<file path="src/rtl/vgcr_map.svh">
// Offsets, field positions, reset values and timing figures of the gain-control registers
`ifndef VGCR_MAP_SVH
`define VGCR_MAP_SVH

// Register indices; byte address is four times the index
`define VGCR_IDX_MODE 6'h2c
`define VGCR_IDX_CHI 6'h2d
`define VGCR_IDX_CLO 6'h2e
`define VGCR_IDX_LHI 6'h2f
`define VGCR_IDX_LLO 6'h30
`define VGCR_IDX_SHI 6'h31

// Field positions
`define VGCR_CMODE_LSB 0
`define VGCR_LMODE_LSB 4
`define VGCR_TIME_LSB 6
`define VGCR_SHADOW_EN_BIT 7

// Reserved bits that read as one
`define VGCR_RSV_MODE 8'h8c
`define VGCR_RSV_GAIN 8'h30
`define VGCR_RSV_SHADOW 8'h70

// Reset values
`define VGCR_RST_MODE 8'hae
`define VGCR_RST_CHI 8'hf0
`define VGCR_RST_CLO 8'h00
`define VGCR_RST_LHI 8'hf0
`define VGCR_RST_LLO 8'h00
`define VGCR_RST_SHI 8'h70

// Tracking time constants in ms, clock in kHz
`define VGCR_TC_SLOW_MS 2000
`define VGCR_TC_MED_MS 1000
`define VGCR_TC_FAST_MS 200
`define VGCR_CLK_KHZ 50000
`define VGCR_TRACK_STEPS 256

`endif

</file>
<file path="src/rtl/vgcr_pkg.sv">
// Types of the gain-control register set
package vgcr_pkg;

    typedef enum logic [1:0] {
        VGCR_C_MANUAL = 2'h0,
        VGCR_C_LUMA = 2'h1,
        VGCR_C_BURST = 2'h2,
        VGCR_C_FREEZE = 2'h3
    } vgcr_cmode_e;

    typedef enum logic [2:0] {
        VGCR_L_MANUAL = 3'h0,
        VGCR_L_SYNC_A = 3'h1,
        VGCR_L_OVR_A = 3'h2,
        VGCR_L_SYNC_B = 3'h3,
        VGCR_L_OVR_B = 3'h4,
        VGCR_L_PEAK = 3'h5,
        VGCR_L_AVG = 3'h6,
        VGCR_L_FREEZE = 3'h7
    } vgcr_lmode_e;

    typedef enum logic [1:0] {
        VGCR_T_SLOW = 2'h0,
        VGCR_T_MED = 2'h1,
        VGCR_T_FAST = 2'h2,
        VGCR_T_QUAL = 2'h3
    } vgcr_time_e;

endpackage

</file>
<file path="src/rtl/vgcr_regs.sv">
// Gain-control register set with APB slave and gain selection
//
// Register access over APB is this design's own decision.
`timescale 1ns/1ns
`include "vgcr_map.svh"
// Overview of operation
// - Chroma mode picks manual, luma, burst, freeze
// - Chroma timing applies only in burst mode
// - Luma timing picks slow, medium, fast, quality
// - Luma mode 000 uses manual luma gain
// - Modes 001/011 sync-measured, no peak override
// - Modes 010/100 sync-measured with peak override
// - 101 peak, 110 average, 111 freeze
// - Manual chroma gain split over two registers
// - Chroma gain reads back gain in use
// - Luma gain written manual, reads gain used
// - Shadow enable bit and shadow high nibble
// - Shadow enable turns on surveillance mode in luma manual mode
// - Shadow gain active only in manual mode
module vgcr_regs #(
    parameter int unsigned GAIN_W = 12,
    parameter int unsigned CNT_W = 20,
    parameter int unsigned SLOW_CYC = `VGCR_TC_SLOW_MS * `VGCR_CLK_KHZ / `VGCR_TRACK_STEPS,
    parameter int unsigned MED_CYC = `VGCR_TC_MED_MS * `VGCR_CLK_KHZ / `VGCR_TRACK_STEPS,
    parameter int unsigned FAST_CYC = `VGCR_TC_FAST_MS * `VGCR_CLK_KHZ / `VGCR_TRACK_STEPS
) (
    // Clock, reset, enable
    input wire logic clk_in,
    input wire logic reset_in,
    input wire logic ce_in,
    // APB slave
    input wire logic psel_in,
    input wire logic penable_in,
    input wire logic pwrite_in,
    input wire logic [7:0] paddr_in,
    input wire logic [31:0] pwdata_in,
    input wire logic [3:0] pstrb_in,
    output logic [31:0] prdata_out,
    output logic pready_out,
    output logic pslverr_out,
    // Gain loop side
    input wire logic [GAIN_W-1:0] chroma_loop_gain_in,
    input wire logic [GAIN_W-1:0] luma_loop_gain_in,
    input wire logic [7:0] shadow_gain_low_in,
    input wire logic video_quality_in,
    output logic [GAIN_W-1:0] chroma_gain_out,
    output logic [GAIN_W-1:0] luma_gain_out,
    output logic chroma_track_en_out,
    output logic luma_track_en_out,
    output logic chroma_step_out,
    output logic luma_step_out,
    output logic luma_sync_measure_out,
    output logic luma_peak_override_out,
    output logic luma_peak_measure_out,
    output logic luma_avg_measure_out,
    output logic surveillance_out
);

    vgcr_pkg::vgcr_cmode_e chroma_gain_mode;
    vgcr_pkg::vgcr_lmode_e luma_gain_mode;
    logic [1:0] chroma_gain_timing;
    logic [1:0] luma_gain_timing;
    logic [GAIN_W-1:0] manual_chroma_gain;
    logic [GAIN_W-1:0] manual_luma_gain;
    logic [3:0] shadow_luma_gain;
    logic shadow_update_enable;
    logic [GAIN_W-1:0] chroma_gain;
    logic [GAIN_W-1:0] luma_gain;
    logic [5:0] idx;
    logic hit;
    logic wr_en;
    logic rd_setup;
    logic [7:0] next_rdata;
    logic luma_manual;
    logic [1:0] trk_en;
    logic [3:0] trk_sel;
    logic [1:0] step;

    // APB decode
    assign idx = paddr_in[7:2];
    assign hit = (paddr_in[1:0] == 2'h0) && (idx >= `VGCR_IDX_MODE) && (idx <= `VGCR_IDX_SHI);
    assign wr_en = ce_in && psel_in && penable_in && pwrite_in && hit && pstrb_in[0];
    assign rd_setup = ce_in && psel_in && !penable_in && !pwrite_in;
    assign pready_out = ce_in;
    assign pslverr_out = psel_in && penable_in && !hit;
    assign luma_manual = (luma_gain_mode == vgcr_pkg::VGCR_L_MANUAL);

    always_ff @(posedge clk_in) begin
        if (reset_in) begin
            chroma_gain_mode <= vgcr_pkg::vgcr_cmode_e'(`VGCR_RST_MODE & 8'h03);
            luma_gain_mode <= vgcr_pkg::vgcr_lmode_e'((`VGCR_RST_MODE >> `VGCR_LMODE_LSB) & 8'h07);
        end else if (wr_en && idx == `VGCR_IDX_MODE) begin
            chroma_gain_mode <= vgcr_pkg::vgcr_cmode_e'(pwdata_in[`VGCR_CMODE_LSB +: 2]);
            luma_gain_mode <= vgcr_pkg::vgcr_lmode_e'(pwdata_in[`VGCR_LMODE_LSB +: 3]);
        end
    end

    always_ff @(posedge clk_in) begin
        if (reset_in) begin
            manual_chroma_gain <= {4'(`VGCR_RST_CHI), 8'(`VGCR_RST_CLO)};
            chroma_gain_timing <= 2'(`VGCR_RST_CHI >> `VGCR_TIME_LSB);
        end else if (wr_en && idx == `VGCR_IDX_CHI) begin
            manual_chroma_gain[11:8] <= pwdata_in[3:0];
            chroma_gain_timing <= pwdata_in[`VGCR_TIME_LSB +: 2];
        end else if (wr_en && idx == `VGCR_IDX_CLO) begin
            manual_chroma_gain[7:0] <= pwdata_in[7:0];
        end
    end

    always_ff @(posedge clk_in) begin
        if (reset_in) begin
            manual_luma_gain <= {4'(`VGCR_RST_LHI), 8'(`VGCR_RST_LLO)};
            luma_gain_timing <= 2'(`VGCR_RST_LHI >> `VGCR_TIME_LSB);
        end else if (wr_en && idx == `VGCR_IDX_LHI) begin
            manual_luma_gain[11:8] <= pwdata_in[3:0];
            luma_gain_timing <= pwdata_in[`VGCR_TIME_LSB +: 2];
        end else if (wr_en && idx == `VGCR_IDX_LLO) begin
            manual_luma_gain[7:0] <= pwdata_in[7:0];
        end
    end

    always_ff @(posedge clk_in) begin
        if (reset_in) begin
            shadow_update_enable <= 1'b0;
            shadow_luma_gain <= 4'(`VGCR_RST_SHI);
        end else if (wr_en && idx == `VGCR_IDX_SHI) begin
            shadow_update_enable <= pwdata_in[`VGCR_SHADOW_EN_BIT];
            shadow_luma_gain <= pwdata_in[3:0];
        end
    end

    always_ff @(posedge clk_in) begin
        if (reset_in) begin
            chroma_gain <= '0;
        end else if (ce_in) begin
            unique case (chroma_gain_mode)
                vgcr_pkg::VGCR_C_MANUAL: chroma_gain <= manual_chroma_gain;
                vgcr_pkg::VGCR_C_LUMA: chroma_gain <= luma_gain;
                vgcr_pkg::VGCR_C_BURST: chroma_gain <= chroma_loop_gain_in;
                vgcr_pkg::VGCR_C_FREEZE: chroma_gain <= chroma_gain;
            endcase
        end
    end

    always_ff @(posedge clk_in) begin
        if (reset_in) begin
            luma_gain <= '0;
        end else if (ce_in) begin
            unique case (luma_gain_mode)
                vgcr_pkg::VGCR_L_MANUAL: begin
                    luma_gain <= shadow_update_enable ? {shadow_luma_gain, shadow_gain_low_in} : manual_luma_gain;
                end
                vgcr_pkg::VGCR_L_FREEZE: luma_gain <= luma_gain;
                vgcr_pkg::VGCR_L_SYNC_A, vgcr_pkg::VGCR_L_SYNC_B, vgcr_pkg::VGCR_L_OVR_A,
                vgcr_pkg::VGCR_L_OVR_B, vgcr_pkg::VGCR_L_PEAK, vgcr_pkg::VGCR_L_AVG: begin
                    luma_gain <= luma_loop_gain_in;
                end
            endcase
        end
    end

    always_ff @(posedge clk_in) begin
        if (reset_in) begin
            luma_sync_measure_out <= 1'b0;
            luma_peak_override_out <= 1'b0;
            luma_peak_measure_out <= 1'b0;
            luma_avg_measure_out <= 1'b0;
            surveillance_out <= 1'b0;
        end else if (ce_in) begin
            luma_sync_measure_out <= (luma_gain_mode inside {vgcr_pkg::VGCR_L_SYNC_A, vgcr_pkg::VGCR_L_SYNC_B,
                vgcr_pkg::VGCR_L_OVR_A, vgcr_pkg::VGCR_L_OVR_B});
            luma_peak_override_out <= (luma_gain_mode inside {vgcr_pkg::VGCR_L_OVR_A, vgcr_pkg::VGCR_L_OVR_B});
            luma_peak_measure_out <= (luma_gain_mode == vgcr_pkg::VGCR_L_PEAK);
            luma_avg_measure_out <= (luma_gain_mode == vgcr_pkg::VGCR_L_AVG);
            surveillance_out <= shadow_update_enable && luma_manual;
        end
    end

    assign trk_en[0] = (chroma_gain_mode == vgcr_pkg::VGCR_C_BURST);
    assign trk_en[1] = !luma_manual && (luma_gain_mode != vgcr_pkg::VGCR_L_FREEZE);
    assign trk_sel = {luma_gain_timing, chroma_gain_timing};
    assign chroma_track_en_out = trk_en[0];
    assign luma_track_en_out = trk_en[1];
    assign chroma_step_out = step[0];
    assign luma_step_out = step[1];

    genvar g;
    for (g = 0; g < 2; g++) begin : g_trk
        logic [CNT_W-1:0] cnt;
        logic [CNT_W-1:0] period;
        logic step_q;
        always_comb begin
            unique case (vgcr_pkg::vgcr_time_e'(trk_sel[g*2 +: 2]))
                vgcr_pkg::VGCR_T_SLOW: period = CNT_W'(SLOW_CYC);
                vgcr_pkg::VGCR_T_MED: period = CNT_W'(MED_CYC);
                vgcr_pkg::VGCR_T_FAST: period = CNT_W'(FAST_CYC);
                // Stable video tracks slowly
                vgcr_pkg::VGCR_T_QUAL: period = video_quality_in ? CNT_W'(SLOW_CYC) : CNT_W'(FAST_CYC);
            endcase
        end
        always_ff @(posedge clk_in) begin
            if (reset_in) begin
                cnt <= '0;
                step_q <= 1'b0;
            end else if (ce_in) begin
                if (!trk_en[g]) begin
                    cnt <= '0;
                    step_q <= 1'b0;
                end else if (cnt >= period - CNT_W'(1)) begin
                    cnt <= '0;
                    step_q <= 1'b1;
                end else begin
                    cnt <= cnt + CNT_W'(1);
                    step_q <= 1'b0;
                end
            end
        end
        assign step[g] = step_q;
    end

    assign chroma_gain_out = chroma_gain;
    assign luma_gain_out = luma_gain;

    always_comb begin
        next_rdata = 8'h00;
        unique case (idx)
            `VGCR_IDX_MODE: begin
                next_rdata = `VGCR_RSV_MODE | {1'b0, luma_gain_mode, 2'b00, chroma_gain_mode};
            end
            `VGCR_IDX_CHI: next_rdata = `VGCR_RSV_GAIN | {chroma_gain_timing, 2'b00, chroma_gain[11:8]};
            `VGCR_IDX_CLO: next_rdata = chroma_gain[7:0];
            `VGCR_IDX_LHI: next_rdata = `VGCR_RSV_GAIN | {luma_gain_timing, 2'b00, luma_gain[11:8]};
            `VGCR_IDX_LLO: next_rdata = luma_gain[7:0];
            `VGCR_IDX_SHI: begin
                next_rdata = `VGCR_RSV_SHADOW | {shadow_update_enable, 3'b000,
                    (surveillance_out ? luma_gain[11:8] : shadow_luma_gain)};
            end
            default: next_rdata = 8'h00;
        endcase
        if (!hit) begin
            next_rdata = 8'h00;
        end
    end

    always_ff @(posedge clk_in) begin
        if (reset_in) begin
            prdata_out <= '0;
        end else if (rd_setup) begin
            prdata_out <= {24'h000000, next_rdata};
        end
    end
endmodule // vgcr_regs

</file>
<file path="config.mk">
export PLATFORM = sky130hd
export DESIGN_NAME = vgcr_regs
export DESIGN_NICKNAME = d
export VERILOG_FILES = /design/src/rtl/vgcr_pkg.sv /design/src/rtl/vgcr_regs.sv
export VERILOG_INCLUDE_DIRS = /design/src /design/src/rtl
export SDC_FILE = /design/constraint.sdc
export NUM_CORES = 1
export LEC_CHECK = 0
export BUFFER_PORTS_ARGS = -buffer_cell sky130_fd_sc_hd__buf_2
export CELL_PAD_IN_SITES_DETAIL_PLACEMENT = 0
export CELL_PAD_IN_SITES_GLOBAL_PLACEMENT = 1
export CORE_MARGIN = 1.5
export CORE_UTILIZATION = 30
export DETAILED_ROUTE_END_ITERATION = 7
export GPL_TIMING_DRIVEN = 0
export PLACE_DENSITY_LB_ADDON = 0.05
export SYNTH_ARGS = -nofsm -noshare
export SYNTH_HDL_FRONTEND = slang
export SYNTH_SLANG_ARGS = --single-unit
export TNS_END_PERCENT = 30
</file>
<file path="constraint.sdc">
create_clock -name clk_in -period 4.1 [get_ports clk_in]
set_clock_uncertainty 0.2 [all_clocks]
set_input_delay 0.205 -clock clk_in [delete_from_list [all_inputs] [get_ports clk_in]]
set_output_delay 0.205 -clock clk_in [all_outputs]
set_load 0.05 [all_outputs]
</file>
==> flow_summary.toml <==
[power_and_ir_drop]
total_power_mw = 3.26
p_leak_nw = 3.58
power_density_mw_per_mm2 = 386
peakVddDrop_mv = 0.222

[detailed_routing]
drt_iter0_markers = 284
dr.pass1.iters = 7
drcViolationCount = 0
vias_per_cell = 4.99
num_vias = 6283
wl_per_cell_um = 18.1
ant_nets = 0
wl_mm = 22.7

[place]
place_ws_ns = 0.346
io_buffers = 95
dp_hpwl_mm = 17.1
place_congestion = 0.780
dpl_cell_area_mm2 = 0.00773

[floorplanning]
die_x_um = 154
core-area_mm2 = 0.0220
design.portCount = 150
start_util_pct = 30.9
die_height_um = 154
die-area_mm2 = 0.0236
rows = 54

[synthesis]
yosysUniqueCellTypes = 67
ys_ff_latch = 117
synth_top_area_share_pct = 34.4
syn_area_per_cell_um2 = 8.31
netlist_top_cells_count = "dfxtp_1, nor2_1, nand2_1"
synth_most_common_cell = "dfxtp_1"
yosysSeqAreaShare_pct = 34.4
yosys.area.top_type = "dfxtp_1"
synthTopCellsByArea = "dfxtp_1, mux2i_1, ha_1, nor2_1, a21oi_1"
synth_edf_count = 0
ys_async_sr_fraction_pct = 0
synthCells = 819
yosysWarnings = 0
syn_area_mm2 = 0.00681
synthFlopType = "dfxtp_1"

[finish]
fin_area_mm2 = 0.00846
fillers = 2334
antenna_cells = 0
drive_gt1_share_pct = 19.1
multiInputGateArea_mm2 = 0.00407
regArea_mm2 = 0.00234
final_nets = 1088
area_growth_pct = 24.2

[global_routing]
antenna_found_initial = 0
globalRouteOverflowTotal = 0
grt_start_max_net_pins = 17
grt_pass1_wl_mm = 35.7
grtUsageTotal_pct = 19.7
first_global_vias = 6212

[clocking]
cts_made_buffers = 17
clk_path_buf_depth = 2
clkTransAtPathRegs_ns = 0.06
cts_sinks = 117
cts_tree = "yes"
hold_buffers = 8
clock_latency_ns = 0.42
cts_resized = 0
htree_levels = 4
post-cts-setup-buffers = 0
cts_root_buf = "clkbuf_16"

[setup_path]
required_ns = 4.20
worstSetupPathType = "reg -> reg"
cp_max_fo = 10
worst_setup_path_start_kind = "flip-flop"
endpoint_kind = "flip-flop"
arrival_ns = 3.85

[timing]
post-route-period-util_pct = 91.7
setup_viol = 0
tightest_slew_ns = 0.830
max-slew-margin-rel_pct = 44.6
final_hold_viol_count = 0
fin_crit_ns = 3.76
slew_violations = 0
rsz0062_at_grt = "no"
fmax_mhz = 266
fin_ws_ns = 0.341
setup_tns_ns = 0

[min_path]
hold_class = "in -> reg"

[job]
cap_viol_max_count = 0

[run_status]
status = "finished clean"
==> path summary, 6_finish.rpt <==
check,from,end,slack (ns),cells past startpoint
setup / recovery,luma_gain_timing[1],g_trk[1].cnt[15],0.34,15
hold / removal,luma_loop_gain_in[1],luma_gain_out[1],0.02,5
hold reg to reg,prdata_out[7],prdata_out[7],0.27,1
setup reg to reg,luma_gain_timing[1],g_trk[1].cnt[15],0.34,15
==> metrics by stage <==
step,utilization (%),std cells,hold slack [ns]
after detailed placement,35.1,1219,0.256
final,38.4,1258,0.0179
after global placement,35.1,1219,0.255
after global routing,38.4,1258,0.0315
after CTS,38.4,1258,0.00113
after floorplan,-,844,0.130
==> metal layers <==
layer | track usage, % | share of wire [%] | vias to the layer above
met2 | 33.5 | 48 | 128
met1 | 25.3 | 47 | 2947
met5 | 0 | 0 | -
li1 | - | - | 3182
met3 | 3.35 | 2.9 | 26
met4 | 6.10 | 1.6 | 0
==> area by class of cell <==
cell class	instances	area share (%)
clock inverters	14	2.65
multi-input cells	629	48.1
inverters	28	1.24
well taps	280	4.14
flip-flops and latches	117	27.7
repair buffers	103	6.57
plain buffers	70	4.59
clock buffers	17	5.03
==> sequential cells by signal (all words and copies together) (netlist names), 2 cells and up <==
register / count
luma_gain_out: 12
shadow_luma_gain: 4
luma_gain_timing: 2
chroma_gain_mode: 2
prdata_out: 8
manual_luma_gain: 12
chroma_gain_out: 12
luma_gain_mode: 3
g_trk.cnt: 40
chroma_gain_timing: 2
manual_chroma_gain: 12
==> cell usage in the layout, fill, tap and decap left out, types with 15 or more instances in the layout <==
cell and instances:
and2_1 20, clkbuf_16 17, inv_1 27, clkbuf_1 32, a211oi_1 15, conb_1 26, nand3_1 38, mux2i_1 55
a21oi_1 66, buf_2 102, nand2_1 68, o31ai_1 15, a31oi_1 17, nor2_1 106, o21ai_0 27, buf_4 25
ha_1 39, dfxtp_1 117
==> kinds of logic after synthesis <==
kind of cell               count (synthesis)  synth area share (%)
buffers and inverters                     98                  7.24
muxes                                     58                  9.08
DFF                                      117                  34.4
other                                      1                0.0551
adders and majority gates                 39                  7.17
AOI/OAI and AO/OA                        204                  20.1
and+or+nand+nor                          293                  20.8
xor gates and xnor gates                   9                  1.16
==> where the power goes <==
| part | switching [mW] | internal [mW] |
|---|---|---|
| clock | 0.610 | 1.08 |
| sequential | 0.0295 | 1.16 |
| combinational | 0.260 | 0.120 |
==> worst max-delay path, stage by stage, from the launching register on <==
cell and delay, ns:
dfxtp_1 0.40, a21bo_1 0.24, buf_6 0.14, and2_1 0.19, inv_1 0.22, ha_1 0.19, inv_1 0.06, xnor2_1 0.15
ha_1 0.16, nand4_1 0.07, a31o_2 0.27, a2111oi_2 0.59, a211oi_2 0.12, nand4_1 0.21, buf_2 0.29, o21ai_0 0.13
No activity file was read; power rests on OpenSTA's default activity.
